===== config.mk =====
export PLATFORM = sky130hd
export DESIGN_NAME = scl_serial_config_loader
export DESIGN_NICKNAME = d
export VERILOG_FILES = /design/src/hdl/scl_pkg.sv /design/src/hdl/scl_serial_config_loader.sv
export VERILOG_INCLUDE_DIRS = /design/src /design/src/hdl
export SDC_FILE = /design/constraint.sdc
export NUM_CORES = 1
export LEC_CHECK = 0
export BUFFER_PORTS_ARGS = -buffer_cell sky130_fd_sc_hd__buf_2
export CELL_PAD_IN_SITES_DETAIL_PLACEMENT = 1
export CELL_PAD_IN_SITES_GLOBAL_PLACEMENT = 1
export CORE_ASPECT_RATIO = 1.25
export CORE_MARGIN = 2
export CORE_UTILIZATION = 36
export CTS_BUF_LIST = sky130_fd_sc_hd__clkbuf_8
export CTS_CLUSTER_SIZE = 10
export DETAILED_ROUTE_END_ITERATION = 16
export GPL_TIMING_DRIVEN = 1
export PLACE_DENSITY_LB_ADDON = 0.15
export SLEW_MARGIN = 20
export SYNTH_ARGS = -nofsm -noshare
export SYNTH_HDL_FRONTEND = slang
export SYNTH_SLANG_ARGS = --single-unit
export TNS_END_PERCENT = 50

===== constraint.sdc =====
create_clock -name clk_sys -period 7 [get_ports clk_sys]
set_input_delay 1.4 -clock clk_sys [delete_from_list [all_inputs] [get_ports clk_sys]]
set_output_delay 1.4 -clock clk_sys [all_outputs]
set_load 0.005 [all_outputs]

===== src/hdl/scl_defines.svh =====
`ifndef SCL_DEFINES_SVH
`define SCL_DEFINES_SVH
// ----------------------------------------
// Register map and fields
// ----------------------------------------
`define SCL_OFS_CTRL 8'h00
`define SCL_OFS_LEN 8'h04
`define SCL_OFS_STAT 8'h08
`define SCL_OFS_COUNT 8'h0c
`define SCL_OFS_DATA 8'h10
`define SCL_CTRL_ACTIVE 0
`define SCL_CTRL_QUAD 1
`define SCL_CTRL_SPD 2
`define SCL_CTRL_CHAIN 4
`define SCL_CTRL_USRCLK 5
`define SCL_CTRL_INITEN 6
`define SCL_CTRL_DUALIO 7
`define SCL_CTRL_RST 8'h00
`define SCL_LEN_RST 32'h0000_0100
// ----------------------------------------
// Timing
// ----------------------------------------
`define SCL_CLK_NS 100
`define SCL_POR_US 268
`define SCL_POR_CYC ((`SCL_POR_US * 1000 + `SCL_CLK_NS - 1) / `SCL_CLK_NS)
`define SCL_INIT_MIN_US 175
`define SCL_INIT_MIN_CYC ((`SCL_INIT_MIN_US * 1000 + `SCL_CLK_NS - 1) / `SCL_CLK_NS)
`define SCL_INIT_MAX_US 437
`define SCL_USER_EDGES 8576
`define SCL_FLUSH_EDGES 2
// Half periods of the generated clock, in system cycles (0.625, 1.25, 2.5, 5.0 MHz settings)
`define SCL_HALF_S0 4'h8
`define SCL_HALF_S1 4'h4
`define SCL_HALF_S2 4'h2
`define SCL_HALF_S3 4'h1
`define SCL_CD2CU_CYC (4 * 2 * 8)
`define SCL_CMD_WORD 32'h0300_0000
`define SCL_CMD_BITS 6'h20
`endif


===== src/hdl/scl_pkg.sv =====
package scl_pkg;
    // Loader sequence states
    typedef enum logic [2:0] {
        SCL_RESET = 3'b000,
        SCL_LOAD = 3'b001,
        SCL_FLUSH = 3'b010,
        SCL_INIT = 3'b011,
        SCL_USER = 3'b100
    } scl_state_t;
endpackage : scl_pkg


===== src/hdl/scl_serial_config_loader.sv =====
`timescale 1ns/100ps
`include "scl_defines.svh"
module scl_serial_config_loader #(
    parameter int INIT_MAX_CYC = (`SCL_INIT_MAX_US * 1000) / `SCL_CLK_NS
) (
    // Clock and reset
    input wire logic clk_sys,
    input wire logic reset,
    // APB slave
    input wire logic psel,
    input wire logic penable,
    input wire logic pwrite,
    input wire logic [7:0] paddr,
    input wire logic [31:0] pwdata,
    output logic [31:0] prdata,
    output logic pready,
    output logic pslverr,
    // Configuration clock pin, two-way
    input wire logic configClockIn,
    output logic configClockOut,
    output logic configClockOe,
    // Serial data pins
    input wire logic serialConfigIn,
    input wire logic [3:0] quadSerialData,
    output logic serialCmdOut,
    output logic serialCmdOe,
    output logic serialConfigUserIo,
    // Handshake pins, open drain
    input wire logic reconfigRequestN,
    input wire logic configStatusNIn,
    output logic configStatusNOut,
    output logic configStatusNOe,
    input wire logic configDoneLineIn,
    output logic configDoneLineOut,
    output logic configDoneLineOe,
    output logic initDoneOut,
    output logic initDoneOe,
    // Initialization user clock
    input wire logic userClockIn
);
    import scl_pkg::*;

    // ----------------------------------------
    // Input synchronisers
    // ----------------------------------------
    localparam int S_REQ = 9;
    localparam int S_STAT = 8;
    localparam int S_DONE = 7;
    localparam int S_CLK = 6;
    localparam int S_DAT = 5;
    localparam int S_USR = 0;

    logic [9:0] sync1_ff;
    logic [9:0] sync2_ff;
    logic [9:0] sync3_ff;

    // Every pin input crosses two flops; the third only feeds edge detection
    always_ff @(posedge clk_sys) begin
        if (reset) begin
            sync1_ff <= 10'h380;
            sync2_ff <= 10'h380;
            sync3_ff <= 10'h380;
        end else begin
            sync1_ff <= {reconfigRequestN, configStatusNIn, configDoneLineIn, configClockIn,
                         serialConfigIn, quadSerialData, userClockIn};
            sync2_ff <= sync1_ff;
            sync3_ff <= sync2_ff;
        end
    end

    wire reqHigh = sync2_ff[S_REQ];
    wire statusHigh = sync2_ff[S_STAT];
    wire doneHigh = sync2_ff[S_DONE];
    wire [3:0] quadIn = sync2_ff[4:1];
    wire psRise = sync2_ff[S_CLK] & ~sync3_ff[S_CLK];
    wire psFall = ~sync2_ff[S_CLK] & sync3_ff[S_CLK];
    wire usrRise = sync2_ff[S_USR] & ~sync3_ff[S_USR];

    // ----------------------------------------
    // APB register file
    // ----------------------------------------
    logic [7:0] ctrl_ff;
    logic [31:0] len_ff;
    logic [31:0] prdata_ff;
    logic pready_ff;
    logic pslverr_ff;
    scl_state_t state_ff;
    scl_state_t nxt_state;
    logic [31:0] bitCnt_ff;
    logic [31:0] shiftData_ff;

    wire isActive = ctrl_ff[`SCL_CTRL_ACTIVE];
    wire isQuad = ctrl_ff[`SCL_CTRL_QUAD];
    wire [1:0] spdSel = ctrl_ff[`SCL_CTRL_SPD +: 2];
    wire inChain = ctrl_ff[`SCL_CTRL_CHAIN];
    wire useUsr = ctrl_ff[`SCL_CTRL_USRCLK];
    wire initEn = ctrl_ff[`SCL_CTRL_INITEN];
    wire dualIo = ctrl_ff[`SCL_CTRL_DUALIO];

    // Address decode and read selection
    wire setupPh = psel & ~penable;
    wire wrEn = psel & penable & pready_ff & pwrite;
    wire hitCtrl = paddr == `SCL_OFS_CTRL;
    wire hitLen = paddr == `SCL_OFS_LEN;
    wire hitStat = paddr == `SCL_OFS_STAT;
    wire hitCount = paddr == `SCL_OFS_COUNT;
    wire hitData = paddr == `SCL_OFS_DATA;
    wire mapped = hitCtrl | hitLen | hitStat | hitCount | hitData;
    wire [31:0] statWord = {27'h0, state_ff == SCL_USER, ~configDoneLineOe, state_ff};
    wire [31:0] rdMux = hitCtrl ? {24'h0, ctrl_ff} :
                        hitLen ? len_ff :
                        hitStat ? statWord :
                        hitCount ? bitCnt_ff :
                        hitData ? shiftData_ff : 32'h0;

    // Zero wait states: the access phase always completes on its first edge
    always_ff @(posedge clk_sys) begin
        if (reset) begin
            pready_ff <= 1'b0;
            pslverr_ff <= 1'b0;
            prdata_ff <= 32'h0;
        end else begin
            pready_ff <= setupPh;
            pslverr_ff <= setupPh & ~mapped;
            prdata_ff <= setupPh ? rdMux : prdata_ff;
        end
    end

    // Software options; status and counters are read only
    always_ff @(posedge clk_sys) begin
        if (reset) begin
            ctrl_ff <= `SCL_CTRL_RST;
            len_ff <= `SCL_LEN_RST;
        end else begin
            ctrl_ff <= (wrEn & hitCtrl) ? pwdata[7:0] : ctrl_ff;
            len_ff <= (wrEn & hitLen) ? pwdata : len_ff;
        end
    end

    // ----------------------------------------
    // Generated configuration clock
    // ----------------------------------------
    function automatic logic [3:0] scl_half(input logic [1:0] spd, input logic chain);
        logic [1:0] s;
        s = (chain && spd == 2'd3) ? 2'd2 : spd;
        case (s)
            2'd0: scl_half = `SCL_HALF_S0;
            2'd1: scl_half = `SCL_HALF_S1;
            2'd2: scl_half = `SCL_HALF_S2;
            default: scl_half = `SCL_HALF_S3;
        endcase
    endfunction : scl_half

    logic [3:0] halfCnt_ff;
    logic config_clock_ff;
    logic clkOe_ff;

    wire [3:0] halfLen = scl_half(spdSel, inChain);
    wire dclkRun = isActive & (state_ff == SCL_LOAD || state_ff == SCL_FLUSH);
    wire halfEnd = halfCnt_ff >= halfLen - 4'd1;
    wire fallTick = dclkRun & halfEnd & config_clock_ff;
    wire [3:0] nxt_halfCnt = (!dclkRun || halfEnd) ? 4'h0 : halfCnt_ff + 4'd1;
    wire nxt_config_clock = dclkRun & (halfEnd ? ~config_clock_ff : config_clock_ff);

    // The clock only runs while this end is in LOAD or FLUSH; it idles low
    always_ff @(posedge clk_sys) begin
        if (reset) begin
            halfCnt_ff <= 4'h0;
            config_clock_ff <= 1'b0;
            clkOe_ff <= 1'b0;
        end else begin
            halfCnt_ff <= nxt_halfCnt;
            config_clock_ff <= nxt_config_clock;
            clkOe_ff <= isActive & (nxt_state == SCL_LOAD || nxt_state == SCL_FLUSH);
        end
    end

    // ----------------------------------------
    // Command out and data capture
    // ----------------------------------------
    logic [5:0] cmdCnt_ff;
    logic [31:0] cmdShift_ff;
    logic cmdOut_ff;
    logic cmdOe_ff;
    logic [1:0] capPipe_ff;

    wire inLoad = state_ff == SCL_LOAD;
    wire cmdPhase = isActive & (cmdCnt_ff < `SCL_CMD_BITS);
    wire cmdTick = inLoad & fallTick & cmdPhase;
    wire capFall = isActive & inLoad & fallTick & ~cmdPhase;
    // Active capture trails the fall by the synchroniser depth, so the fastest setting still works
    wire capEv = inLoad & (isActive ? capPipe_ff[1] : psRise);
    wire quadCap = isActive & isQuad;
    wire [31:0] capBits = quadCap ? 32'd4 : 32'd1;
    wire oneBit = isActive ? quadIn[1] : sync2_ff[S_DAT];
    wire [31:0] nxt_shift = quadCap ? {shiftData_ff[27:0], quadIn} : {shiftData_ff[30:0], oneBit};
    wire stateChange = nxt_state != state_ff;

    // Input data is sampled through the synchroniser, so it is seen two system cycles late
    always_ff @(posedge clk_sys) begin
        if (reset || state_ff == SCL_RESET) begin
            cmdCnt_ff <= 6'h0;
            cmdShift_ff <= `SCL_CMD_WORD;
            cmdOut_ff <= 1'b0;
            bitCnt_ff <= 32'h0;
            shiftData_ff <= 32'h0;
            capPipe_ff <= 2'h0;
        end else begin
            capPipe_ff <= {capPipe_ff[0], capFall};
            cmdCnt_ff <= cmdTick ? cmdCnt_ff + 6'd1 : cmdCnt_ff;
            cmdShift_ff <= cmdTick ? {cmdShift_ff[30:0], 1'b0} : cmdShift_ff;
            cmdOut_ff <= cmdTick ? cmdShift_ff[31] : cmdOut_ff;
            bitCnt_ff <= capEv ? bitCnt_ff + capBits : bitCnt_ff;
            shiftData_ff <= capEv ? nxt_shift : shiftData_ff;
        end
    end

    // ----------------------------------------
    // Sequence control
    // ----------------------------------------
    logic [31:0] cnt_ff;
    logic [13:0] ucnt_ff;

    wire fallEv = isActive ? fallTick : psFall;
    wire [31:0] initLimit = useUsr ? `SCL_CD2CU_CYC : `SCL_INIT_MIN_CYC;
    wire initOver = useUsr ? (ucnt_ff >= `SCL_USER_EDGES) : (cnt_ff >= initLimit);
    wire cntInc = (state_ff == SCL_RESET && cnt_ff < `SCL_POR_CYC) ||
                  (state_ff == SCL_FLUSH && fallEv) ||
                  (state_ff == SCL_INIT && cnt_ff < initLimit);
    wire usrCount = state_ff == SCL_INIT && useUsr && cnt_ff >= initLimit && usrRise;
    wire extFault = (state_ff == SCL_INIT || state_ff == SCL_USER) && !statusHigh;

    // Next state; a low request, or a foreign status low in INIT or USER, forces a restart
    always_comb begin
        nxt_state = state_ff;
        unique case (state_ff)
            SCL_RESET: if (cnt_ff >= `SCL_POR_CYC && reqHigh) nxt_state = SCL_LOAD;
            SCL_LOAD: if (bitCnt_ff >= len_ff) nxt_state = SCL_FLUSH;
            SCL_FLUSH: if (cnt_ff >= `SCL_FLUSH_EDGES && doneHigh) nxt_state = SCL_INIT;
            SCL_INIT: if (initOver) nxt_state = SCL_USER;
            SCL_USER: nxt_state = SCL_USER;
            default: nxt_state = SCL_RESET;
        endcase
        if (!reqHigh || extFault) begin
            nxt_state = SCL_RESET;
        end
    end

    always_ff @(posedge clk_sys) begin
        if (reset) begin
            state_ff <= SCL_RESET;
            cnt_ff <= 32'h0;
            ucnt_ff <= 14'h0;
        end else begin
            state_ff <= nxt_state;
            cnt_ff <= stateChange ? 32'h0 : (cntInc ? cnt_ff + 32'd1 : cnt_ff);
            ucnt_ff <= stateChange ? 14'h0 : (usrCount ? ucnt_ff + 14'd1 : ucnt_ff);
        end
    end

    // ----------------------------------------
    // Pin drivers
    // ----------------------------------------
    logic lowLevel_ff;
    logic statusOe_ff;
    logic doneOe_ff;
    logic initOe_ff;
    logic userIo_ff;

    // Open-drain lines only ever pull low; release lets the pull-up win
    always_ff @(posedge clk_sys) begin
        if (reset) begin
            lowLevel_ff <= 1'b0;
            statusOe_ff <= 1'b1;
            doneOe_ff <= 1'b1;
            initOe_ff <= 1'b0;
            userIo_ff <= 1'b0;
            cmdOe_ff <= 1'b0;
        end else begin
            lowLevel_ff <= 1'b0;
            statusOe_ff <= nxt_state == SCL_RESET;
            doneOe_ff <= nxt_state == SCL_RESET || nxt_state == SCL_LOAD;
            initOe_ff <= initEn & (nxt_state == SCL_FLUSH || nxt_state == SCL_INIT);
            userIo_ff <= dualIo & (nxt_state == SCL_USER);
            cmdOe_ff <= isActive & (nxt_state == SCL_LOAD || nxt_state == SCL_FLUSH);
        end
    end

    assign prdata = prdata_ff;
    assign pready = pready_ff;
    assign pslverr = pslverr_ff;
    assign configClockOut = config_clock_ff;
    assign configClockOe = clkOe_ff;
    assign serialCmdOut = cmdOut_ff;
    assign serialCmdOe = cmdOe_ff;
    assign serialConfigUserIo = userIo_ff;
    assign configStatusNOut = lowLevel_ff;
    assign configStatusNOe = statusOe_ff;
    assign configDoneLineOut = lowLevel_ff;
    assign configDoneLineOe = doneOe_ff;
    assign initDoneOut = lowLevel_ff;
    assign initDoneOe = initOe_ff;

    // ----------------------------------------
    // Assertions
    // ----------------------------------------
    a_status_por: assert property (@(posedge clk_sys) disable iff (reset)
        (state_ff == SCL_RESET && cnt_ff < `SCL_POR_CYC) |=> configStatusNOe)
        else $error("status line released before power-on delay");
    a_done_low: assert property (@(posedge clk_sys) disable iff (reset)
        (state_ff == SCL_LOAD && bitCnt_ff < len_ff) |=> configDoneLineOe)
        else $error("done line released while loading");
    a_done_full: assert property (@(posedge clk_sys) disable iff (reset)
        $fell(configDoneLineOe) |-> bitCnt_ff >= len_ff)
        else $error("done released before whole bitstream");
    a_reconfig_abort: assert property (@(posedge clk_sys) disable iff (reset)
        !reqHigh |=> state_ff == SCL_RESET && configStatusNOe)
        else $error("request low did not restart configuration");
    a_user_lines: assert property (@(posedge clk_sys) disable iff (reset)
        (state_ff == SCL_USER) |-> !configStatusNOe && !configDoneLineOe)
        else $error("status or done held low in user mode");
    a_osc_window: assert property (@(posedge clk_sys) disable iff (reset)
        (state_ff == SCL_INIT && nxt_state == SCL_USER && !useUsr) |->
        cnt_ff >= `SCL_INIT_MIN_CYC && cnt_ff < INIT_MAX_CYC)
        else $error("oscillator init outside its window");
    a_usr_init: assert property (@(posedge clk_sys) disable iff (reset)
        (state_ff == SCL_INIT && nxt_state == SCL_USER && useUsr) |->
        cnt_ff >= `SCL_CD2CU_CYC && ucnt_ff == `SCL_USER_EDGES)
        else $error("user clock init ended at wrong count");
    a_chain_speed: assert property (@(posedge clk_sys) disable iff (reset)
        (dclkRun && inChain) |-> halfLen != `SCL_HALF_S3)
        else $error("fastest clock used in a chain");
    a_quad_capture: assert property (@(posedge clk_sys) disable iff (reset)
        (capEv && quadCap) |=> bitCnt_ff == $past(bitCnt_ff) + 32'd4)
        else $error("quad capture did not take four bits");
    a_ps_capture: assert property (@(posedge clk_sys) disable iff (reset)
        (inLoad && !isActive && psRise) |=> bitCnt_ff == $past(bitCnt_ff) + 32'd1)
        else $error("passive rising edge did not take one bit");
    a_initdone_low: assert property (@(posedge clk_sys) disable iff (reset)
        (state_ff == SCL_INIT && initEn && !initOver && reqHigh && !extFault) |=> initDoneOe)
        else $error("init-done released before init ended");
    a_fall_launch: assert property (@(posedge clk_sys) disable iff (reset)
        cmdTick |=> !configClockOut && serialCmdOut == $past(cmdShift_ff[31]))
        else $error("command bit not launched at falling edge");

endmodule : scl_serial_config_loader


==> qor.yml, run 1 <==
status:
  status: "finished, final reports clean"
yosys:
  yosysMostFrequentCell: "dfxtp_1"
  synth_ff_type: "dfxtp_1"
  synth_area_leaders: "dfxtp_1, nand2_1, ha_1, mux2i_1, a21oi_1"
  yosysTopAreaCellShare: 0.4169
  yosysSeqAreaShare: 0.4169
  ys_types: 64
  synth-compound-area-share: 0.1669
  yosys-top-cells-count: "dfxtp_1, nand2_1, nor2_1, a21oi_1, o21ai_0"
  synth-edff-count: 0
  synth_top_family_by_area: "simple AND/OR/NAND/NOR gates"
  synth_top_area_cell: "dfxtp_1"
  synthCells: 1368
  synth.avg_cell_area_um2: 8.284
  synth_fa_ha_area_frac: 0.05410
  syn_area_mm2: 0.01133
  yosysWarningCount: 0
  ys_ff_latch: 236
  synth-simple-area-share: 0.2257
  synthMuxAreaShare: 0.05046
  synthArstFlopShare: 0
  synthXorXnorAreaFrac: 0.03633
global_routing:
  grt_use_total: 0.2056
  overflow: 0
  grt_start_max_net_pins: 78
  antenna_found_initial: 1
  grt_pass1_wl_um: 54370
  first_global_vias: 10140
critical_path:
  cp.buffers_inverters: 2
  slowest_stage: "o311ai_4"
  cp_max_fo: 28
  crit_arrival_ns: 4.27
  startpoint_type: "flip-flop"
  worstSetupPathType: "reg2reg"
  worst_ep_required_time_ns: 7.44
  cp_common_cell: "nand4_1"
  end_kind: "flip-flop"
  cp_slowest_stage_delay_ns: 0.81
  path_delay_family: "compound AO/OA/AOI/OAI gates"
  path_cells: "inv_1 > ha_1 > nand4_1 > nor4_1 > nand4_1 > o22ai_1 > nor3_1 > o311ai_4 > buf_4 > a21oi_1"
  r2r_slack_ns: 3.18
power:
  p_leak_uw: 0.004807
  comb_power_share: 0.027
  p_switching_uw: 645.8
  power.density_mw_per_mm2: 209.7
  ir_drop_uv: 102.5
  p_int_uw: 2060
  seq_power_share: 0.502
  power_frac_clock: 0.471
  swShare: 0.2387
  total_power_uw: 2706
layout:
  area_growth_pct: 13.88
  drive_gt1_frac: 0.1325
  final_nets: 1539
  final_area_mm2: 0.01290
clocking:
  cts_made_buffers: 43
  ctsResizeCount: 0
  cts-hold-fix-buffers: 0
  clkTransAtPathRegs_ns: 0.06
  cts_max_level: 2
  cts_root_buffer: "clkbuf_8"
  insertion_delay_ns: 0.57
  clockBufferDepth: 3
  cts_tree: "done"
  postCtsSetupRepairBufs: 0
  clkSinkCount: 236
floorplanning:
  rows: 72
  initial_core_util: 0.3657
  die_h_um: 202.4
  dieArea_mm2: 0.03292
  pin_count: 100
  coreArea_mm2: 0.03099
  die_x_um: 162.7
drt:
  vias: 9975
  drc: 0
  drt-initial-drc-count: 413
  routedWlPerCell_um: 17.86
  wl_um: 33430
  firstDrtPassIters: 4
  antenna_left: 0
  vias_per_cell: 5.329
timing:
  post-route-period-util: 0.5463
  setup_viol: 0
  period_needed_ns: 3.824
  maxSlewHeadroom: 0.2756
  fmax_mhz: 261.5
  hold_viol_final: 0
  worstMarginPinSlew_ns: 1.083
  drv_slew: 0
  worst_clock_skew_ns: 0.03172
  setup_tns_ns: 0
  rsz0062_at_grt: "false"
worst_hold_path:
  worstHoldPathType: "reg2reg"
place:
  numPortBuffers: 96
  dpl.hpwl_um: 24120
  finalWeightedCongestion: 0.7814
  place_area_mm2: 0.01207
flow_run:
  drv_cap: 0
[sequential cells by signal, summed over array words and instances (netlist names), 2 cells and up]
| name | flops |
|---|---|
| bitCnt_ff | 32 |
| capPipe_ff | 2 |
| cmdCnt_ff | 6 |
| cmdShift_ff | 8 |
| cnt_ff | 32 |
| ctrl_ff | 8 |
| halfCnt_ff | 4 |
| len_ff | 32 |
| prdata | 32 |
| shiftData_ff | 32 |
| state_ff | 3 |
| sync1_ff | 10 |
| sync2_ff | 10 |
| sync3_ff | 2 |
| ucnt_ff | 14 |
[path summary, 6_finish.rpt]
| path | cells after the start | end | startpoint |
|---|---|---|---|
| setup reg to reg | 10 | cnt_ff[22] | len_ff[30] |
| setup / recovery | 10 | cnt_ff[22] | len_ff[30] |
| hold / removal | 1 | sync2_ff[8] | sync1_ff[8] |
| hold reg to reg | 1 | sync2_ff[8] | sync1_ff[8] |
[cell families after synthesis]
kind of cell | count (synthesis)
compound gates | 312
fa+ha+maj | 49
other cells | 1
mux | 57
simple gates | 530
buf+inv | 136
flops | 236
xor+xnor | 47
[power groups by stage]
stage / Combinational [uW] / Clock, uW / Sequential, uW
floorplan: 41.2 / 0 / 1380
finish: 71.9 / 1270 / 1360
CTS: 73.2 / 1320 / 1360
global placement: 71.7 / 0 / 1390
global route: 80.3 / 1380 / 1360
detailed placement: 73.2 / 0 / 1390
[metal layers]
layer,vias up,share of wire,GRT usage
li1,4948,-,-
met2,109,0.51,0.3686
met4,0,0.022,0.06290
met1,4872,0.44,0.2506
met5,-,0,0
met3,46,0.029,0.03263
[final cells by class]
| type | instances | area [um^2] |
|---|---|---|
| Sequential cell | 236 | 4725 |
| Antenna cell | 1 | 2.502 |
| Clock buffer | 53 | 729.5 |
| Tap cell | 407 | 509.2 |
| Inverter | 50 | 187.7 |
| Clock inverter | 21 | 95.09 |
| Fill cell | 3776 | 18080 |
| Multi-Input combinational cell | 998 | 6097 |
| Timing Repair Buffer | 106 | 559.3 |
[through the flow]
| stage | std cells | setup slack (ns) | utilization | hold WS (ns) |
|---|---|---|---|---|
| 3_5_place_dp | 1797 | 2.946 | 0.3896 | 0.3985 |
| 4_1_cts | 1871 | 3.084 | 0.4162 | 0.4142 |
| 6_report | 1872 | 3.176 | 0.4164 | 0.4053 |
| 2_1_floorplan | 1370 | 3.564 | - | 0.3895 |
| 3_3_place_gp | 1796 | 2.823 | 0.3892 | 0.3994 |
| 5_1_grt | 1872 | 2.948 | 0.4164 | 0.4306 |
[layout by cell type (no fill, tap or decap), types with 6 or more instances in the layout]
cell	instances
xnor2_1	25
clkinv_2	6
buf_4	9
o211ai_1	6
inv_1	63
nor4_1	11
or4_1	18
clkbuf_8	53
nand3_1	35
buf_2	96
o21ai_0	83
o31ai_1	18
or3_1	23
nor2b_1	20
and3_1	15
a221oi_1	6
and4_1	7
or2_2	10
a22oi_1	23
dfxtp_1	236
o22ai_1	6
a211oi_1	35
xor2_1	22
nand4_1	21
nand2b_1	8
ha_1	49
a21oi_1	110
nor2_1	130
mux2i_1	56
nand2_1	188
nor3_1	14
(Power assumes the default switching activity.)
==> run 2, diff against run 1 <==
Settings changed: ABC_AREA set to 1.
Clock period 7 ns to 3.53 ns, I/O delays scaled along.
==> qor.yml, run 2 <==
critical_path:
  r2r_slack_ns: 0.49  # -2.69 ns
  worstSetupPathType: "reg2reg"
  cp_max_fo: 46  # +64%
  end_kind: "flip-flop"
  crit_arrival_ns: 3.45  # -0.82 ns
  worst_ep_required_time_ns: 3.94  # -3.50 ns
  startpoint_type: "flip-flop"
yosys:
  ys_types: 48  # -25%
  yosysMostFrequentCell: "nand2_1"
  synth_area_leaders: "dfxtp_1, nand2_1, inv_1, o21ai_0, nor2_1"
  yosysSeqAreaShare: 0.3814  # -0.03550
  syn_area_mm2: 0.01239  # +9.3%
  synthArstFlopShare: 0  # unchanged
  synth_ff_type: "dfxtp_1"
  synth.avg_cell_area_um2: 7.168  # -13%
  ys_ff_latch: 236  # unchanged
  synth-edff-count: 0  # unchanged
  synthCells: 1728  # +26%
  yosys-top-cells-count: "nand2_1, dfxtp_1, inv_1, nor2_1, o21ai_0"
  yosysWarningCount: 0  # unchanged
  yosysTopAreaCellShare: 0.3814  # -0.03550
  synth_top_area_cell: "dfxtp_1"
clocking:
  insertion_delay_ns: 0.57  # about the same
  cts_max_level: 2  # unchanged
  clockBufferDepth: 3  # unchanged
  postCtsSetupRepairBufs: 0  # unchanged
  ctsResizeCount: 0  # unchanged
  cts_tree: "done"
  cts_root_buffer: "clkbuf_8"
  clkSinkCount: 236  # unchanged
  cts_made_buffers: 44  # +2.3%
  clkTransAtPathRegs_ns: 0.06  # about the same
  cts-hold-fix-buffers: 0  # unchanged
floorplanning:
  coreArea_mm2: 0.03378  # +9.0%
  pin_count: 100  # unchanged
  rows: 75  # +4.2%
  initial_core_util: 0.3667  # +0.0009932
  die_x_um: 169.9  # +4.4%
  die_h_um: 211.4  # +4.5%
  dieArea_mm2: 0.03592  # +9.1%
worst_hold_path:
  worstHoldPathType: "in2reg"
timing:
  setup_viol: 0  # unchanged
  setup_tns_ns: 0  # unchanged
  maxSlewHeadroom: 0.3476  # +0.07200
  fmax_mhz: 328.7  # +26%
  drv_slew: 0  # unchanged
  post-route-period-util: 0.8617  # +0.3154
  worstMarginPinSlew_ns: 0.9762  # -0.1065 ns
  hold_viol_final: 0  # unchanged
  period_needed_ns: 3.042  # -0.7825 ns
  worst_clock_skew_ns: 0.01854  # -0.01319 ns
  rsz0062_at_grt: "false"
  timing.final.ws_setup_ns: 0.4881  # -2.688 ns
place:
  pre_cts_ws_ns: 0.4965  # -2.450 ns
  placedCellCount: 2194  # +22%
  numPortBuffers: 96  # unchanged
  finalWeightedCongestion: 0.8625  # +10%
  dpl.hpwl_um: 29590  # +23%
power:
  p_leak_uw: 0.005580  # +16%
  swShare: 0.2398  # +0.001155
  p_switching_uw: 1310  # +100%
  ir_drop_uv: 296.4  # +190%
  total_power_uw: 5464  # +100%
  comb_power_share: 0.027  # about the same
  seq_power_share: 0.492  # -0.010
  p_int_uw: 4154  # +100%
  power_frac_clock: 0.481  # +0.010
  power.density_mw_per_mm2: 387.6  # +85%
layout:
  drive_gt1_frac: 0.1424  # +0.009879
  final_common_cell: "nand2_1"
  fillers: 4320  # +14%
  final_nets: 1921  # +25%
  multiInputGateArea_mm2: 0.006417  # +5.3%
  instances_no_fill: 2270  # +21%
  fin_util: 0.4173  # +0.0008720
  register_area_mm2: 0.004725  # unchanged
  mostFrequentLayoutCells: "nand2_1, inv_1, dfxtp_1"
  area_growth_pct: 13.81  # about the same
  num_antenna_cells: 0  # -1
global_routing:
  overflow: 0  # unchanged
  antenna_found_initial: 0  # -1
  grt_pass1_wl_um: 64500  # +19%
  first_global_vias: 12140  # +20%
  grt_use_total: 0.2264  # +0.02079
  grt_start_max_net_pins: 67  # -14%
drt:
  vias: 11670  # +17%
  wl_um: 40000  # +20%
  routedWlPerCell_um: 17.62  # -1.3%
  firstDrtPassIters: 5  # +1
  antenna_left: 0  # unchanged
  vias_per_cell: 5.141  # -3.5%
  drc: 0  # unchanged
  drt-initial-drc-count: 579  # +40%
flow_run:
  drv_cap: 0  # unchanged
status:
  status: "finished, final reports clean"
## run 2: cell count changes after synthesis, moves of 28 or more
| cell | change |
|---|---|
| a211oi_1 | -32 |
| a21oi_1 | -28 |
| a31oi_1 | +28 |
| inv_1 | +180 |
| mux2i_1 | -56 |
| nand2_1 | +127 |
| nor2_1 | +69 |
| nor3_1 | +38 |
| nor3_2 | +36 |
| o21ai_0 | +69 |
| xor2_1 | +28 |
## run 2: layout make-up
type	instances	share of cell area
clock inverter	20	0.006568
tap	423	0.03754
clock buffer	56	0.05467
sequential	236	0.3351
timing repair buffer	120	0.04775
inverter	237	0.06310
multi-input combinational	1178	0.4552
## run 2: logic make-up (layout without fill, tap and decap cells)
logic type | after synthesis | count (layout) | synth area share
buffers and inverters | 316 | 433 | 0.1017
adder cells (fa/ha/maj) | 49 | 49 | 0.04950
other | 1 | 3 | 0.0003027
AO/OA/AOI/OAI | 320 | 320 | 0.1455
AND/OR/NAND/NOR | 746 | 746 | 0.2792
flip-flops | 236 | 236 | 0.3814
XOR/XNOR | 60 | 60 | 0.04242
## run 2: through the flow
stage / area, um^2 / hold slack, ns
floorplan: 12390 / 0.3883
global placement: 13230 / 0.3953
detailed placement: 13230 / 0.4009
CTS: 14100 / 0.2849
global route: 14100 / 0.2962
finish: 14100 / 0.3185
## run 2: path summary, 6_finish.rpt
check | from | to | depth (start not counted)
worst min-delay path | configStatusNIn | sync1_ff[8] | 2
worst max register to register | ctrl_ff[5] | cnt_ff[27] | 14
worst max-delay path | ctrl_ff[5] | cnt_ff[27] | 14
worst min register to register | sync1_ff[3] | sync2_ff[3] | 2
## run 2: critical path: stages, from the launching register on
cell     delay [ns]
dfxtp_1        0.57
inv_1          0.25
ha_1           0.34
nand2_1        0.04
nor3_1         0.14
nand3_1        0.10
nand3_1        0.12
nand2_1        0.09
nand3_2        0.11
nand3_2        0.11
nand2_1        0.12
nand2_1        0.11
nand3_4        0.08
buf_4          0.60
nor3_1         0.09
## run 2: power by group through the flow
stage,Combinational [uW],Sequential (uW),Clock (uW)
floorplan,85.2,2740,0
detailed placement,149,2750,0
CTS,150,2690,2710
global placement,146,2750,0
finish,148,2690,2630
global route,166,2690,2840
## run 2: layer usage
metal  GRT usage  part of all wire  wire length, um  up-vias
li1            -                 -                -     5838
met1      0.2688              0.43            17220     5645
met2      0.4224              0.52            20870      132
met3     0.03103             0.026             1055       54
met4     0.06425             0.021              855        0
met5           0                 0                0        -
==> run 3, diff against run 2 <==
==> constraint.sdc (replaced) <==
create_clock -name clk_sys -period 3.53 [get_ports clk_sys]
set_input_delay 1.059 -clock clk_sys [delete_from_list [all_inputs] [get_ports clk_sys]]
set_output_delay 1.059 -clock clk_sys [all_outputs]
set_load 0.005 [all_outputs]
==> qor.yml, run 3 (same netlist as run 2, synthesis figures left out) <==
status:
  status: "finished, final reports clean"
timing:
  fmax_mhz: 333.5  # +1.4%
  period_needed_ns: 2.999  # -0.04322 ns
  drv_slew: 0  # unchanged
  post-route-period-util: 0.8495  # -0.01224
  rsz0062_at_grt: "false"
  worstMarginPinSlew_ns: 0.7445  # -0.2317 ns
  whs_ns: 0.4088  # +0.09027 ns
  setup_viol: 0  # unchanged
  maxSlewHeadroom: 0.5019  # +0.1543
  worst_clock_skew_ns: 0.03555  # +0.01701 ns
  setup_tns_ns: 0  # unchanged
  timing.final.ws_setup_ns: 0.5313  # +0.04322 ns
  hold_viol_final: 0  # unchanged
drt:
  vias: 11600  # -0.57%
  wl_um: 40130  # +0.34%
  drt-initial-drc-count: 480  # -17%
  drc: 0  # unchanged
  vias_per_cell: 5.100  # -0.78%
  firstDrtPassIters: 4  # -1
  antenna_left: 0  # unchanged
  routedWlPerCell_um: 17.64  # +0.12%
clocking:
  postCtsSetupRepairBufs: 0  # unchanged
  cts_tree: "done"
  clkSinkCount: 236  # unchanged
  cts-hold-fix-buffers: 0  # unchanged
  ctsResizeCount: 0  # unchanged
  cts_made_buffers: 44  # unchanged
  clockBufferDepth: 3  # unchanged
  cts_max_level: 2  # unchanged
  insertion_delay_ns: 0.57  # about the same
  clkTransAtPathRegs_ns: 0.06  # about the same
  cts_root_buffer: "clkbuf_8"
layout:
  num_antenna_cells: 0  # unchanged
  area_growth_pct: 13.90  # about the same
  instances_no_fill: 2275  # +0.22%
  final_nets: 1929  # +0.42%
  fillers: 4321  # +0.023%
  drive_gt1_frac: 0.1420  # -0.0003844
  final_common_cell: "nand2_1"
  register_area_mm2: 0.004725  # unchanged
  multiInputGateArea_mm2: 0.006417  # unchanged
  mostFrequentLayoutCells: "nand2_1, inv_1, dfxtp_1"
floorplanning:
  die_x_um: 169.9  # unchanged
  pin_count: 100  # unchanged
  rows: 75  # unchanged
  coreArea_mm2: 0.03378  # unchanged
  initial_core_util: 0.3667  # unchanged
  dieArea_mm2: 0.03592  # unchanged
  die_h_um: 211.4  # unchanged
worst_hold_path:
  min_path_cells: 2  # unchanged
  worstHoldPathType: "reg2reg"
global_routing:
  antenna_found_initial: 0  # unchanged
  grt_use_total: 0.2272  # +0.0008258
  grt_start_max_net_pins: 67  # unchanged
  overflow: 0  # unchanged
  first_global_vias: 12040  # -0.81%
  grt_pass1_wl_um: 64450  # about the same
power:
  p_leak_uw: 0.005612  # +0.57%
  total_power_uw: 5329  # -2.5%
  ir_drop_uv: 262.7  # -11%
  power.density_mw_per_mm2: 377.7  # -2.5%
place:
  placedCellCount: 2202  # +0.36%
  finalWeightedCongestion: 0.8989  # +4.2%
  pre_cts_ws_ns: 0.4970  # +0.0004300 ns
  numPortBuffers: 96  # unchanged
  dpl.hpwl_um: 29840  # +0.85%
critical_path:
  r2r_cells: 15  # +1
  startpoint_type: "flip-flop"
  cp_max_fo: 46  # unchanged
  end_kind: "flip-flop"
  worstSetupPathType: "reg2reg"
  worst_ep_required_time_ns: 3.92  # -0.02 ns
  crit_arrival_ns: 3.39  # -0.06 ns
flow_run:
  drv_cap: 0  # unchanged
run 3: cell types whose count changed in the layout (fill, tap and decap cells not counted), sizes merged:
| cell | previous run | this run |
|---|---|---|
| clkinvlp | 2 | 0 |
| buf | 120 | 128 |
| clkbuf | 56 | 52 |
| inv | 244 | 249 |
| clkinv | 11 | 9 |
run 3: layout make-up:
class | count | area share
sequential | 236 | 0.3349
inverter | 237 | 0.06305
clock buffer | 52 | 0.05073
clock inverter | 21 | 0.006119
tap | 423 | 0.03751
multi-input combinational | 1178 | 0.4549
timing repair buffer | 128 | 0.05286
run 3: power breakdown:
part           internal, uW  leakage (uW)  switching, uW  total (uW)
Sequential             2680       0.00191           8.57        2690
Combinational          53.1       0.00323           96.6         150
Clock                  1320      0.000477           1170        2490
Total                  4060       0.00561           1270        5330
run 3: worst max-delay path, cell delays in order, from the launching register on:
cell and delay [ns]:
dfxtp_1 0.39, ha_1 0.33, nand2_1 0.07, nor2_1 0.19, nand2_1 0.10, nor2_1 0.11, nor2_1 0.05, nand2_1 0.13
nand2_1 0.11, nand3_1 0.21, nand3_2 0.13, nand2_1 0.13, nand2_1 0.10, nand3_4 0.07, buf_4 0.59, nor3_1 0.09
run 3: metal layers:
metal | vias to the layer above | routed length, um | GRT usage | part of all wire
met1 | 5574 | 17270 | 0.2694 | 0.43
met3 | 57 | 1058 | 0.03197 | 0.026
li1 | 5846 | - | - | -
met4 | 0 | 947 | 0.06897 | 0.024
met5 | - | 0 | 0 | 0
met2 | 126 | 20860 | 0.4215 | 0.52
run 3: per-stage QoR:
| stage | area [um^2] | utilization |
|---|---|---|
| after floorplan | 12390 | - |
| after global placement | 13310 | 0.3939 |
| after detailed placement | 13310 | 0.3939 |
| after CTS | 14110 | 0.4176 |
| after global routing | 14110 | 0.4176 |
| final | 14110 | 0.4176 |
run 3: path summary, 6_finish.rpt:
path                            slack, ns           to           from
worst min register to register       0.41  sync2_ff[2]    sync1_ff[2]
worst max register to register       0.53   cnt_ff[30]  bitCnt_ff[15]
worst max-delay path                 0.53   cnt_ff[30]  bitCnt_ff[15]
worst min-delay path                 0.41  sync2_ff[2]    sync1_ff[2]
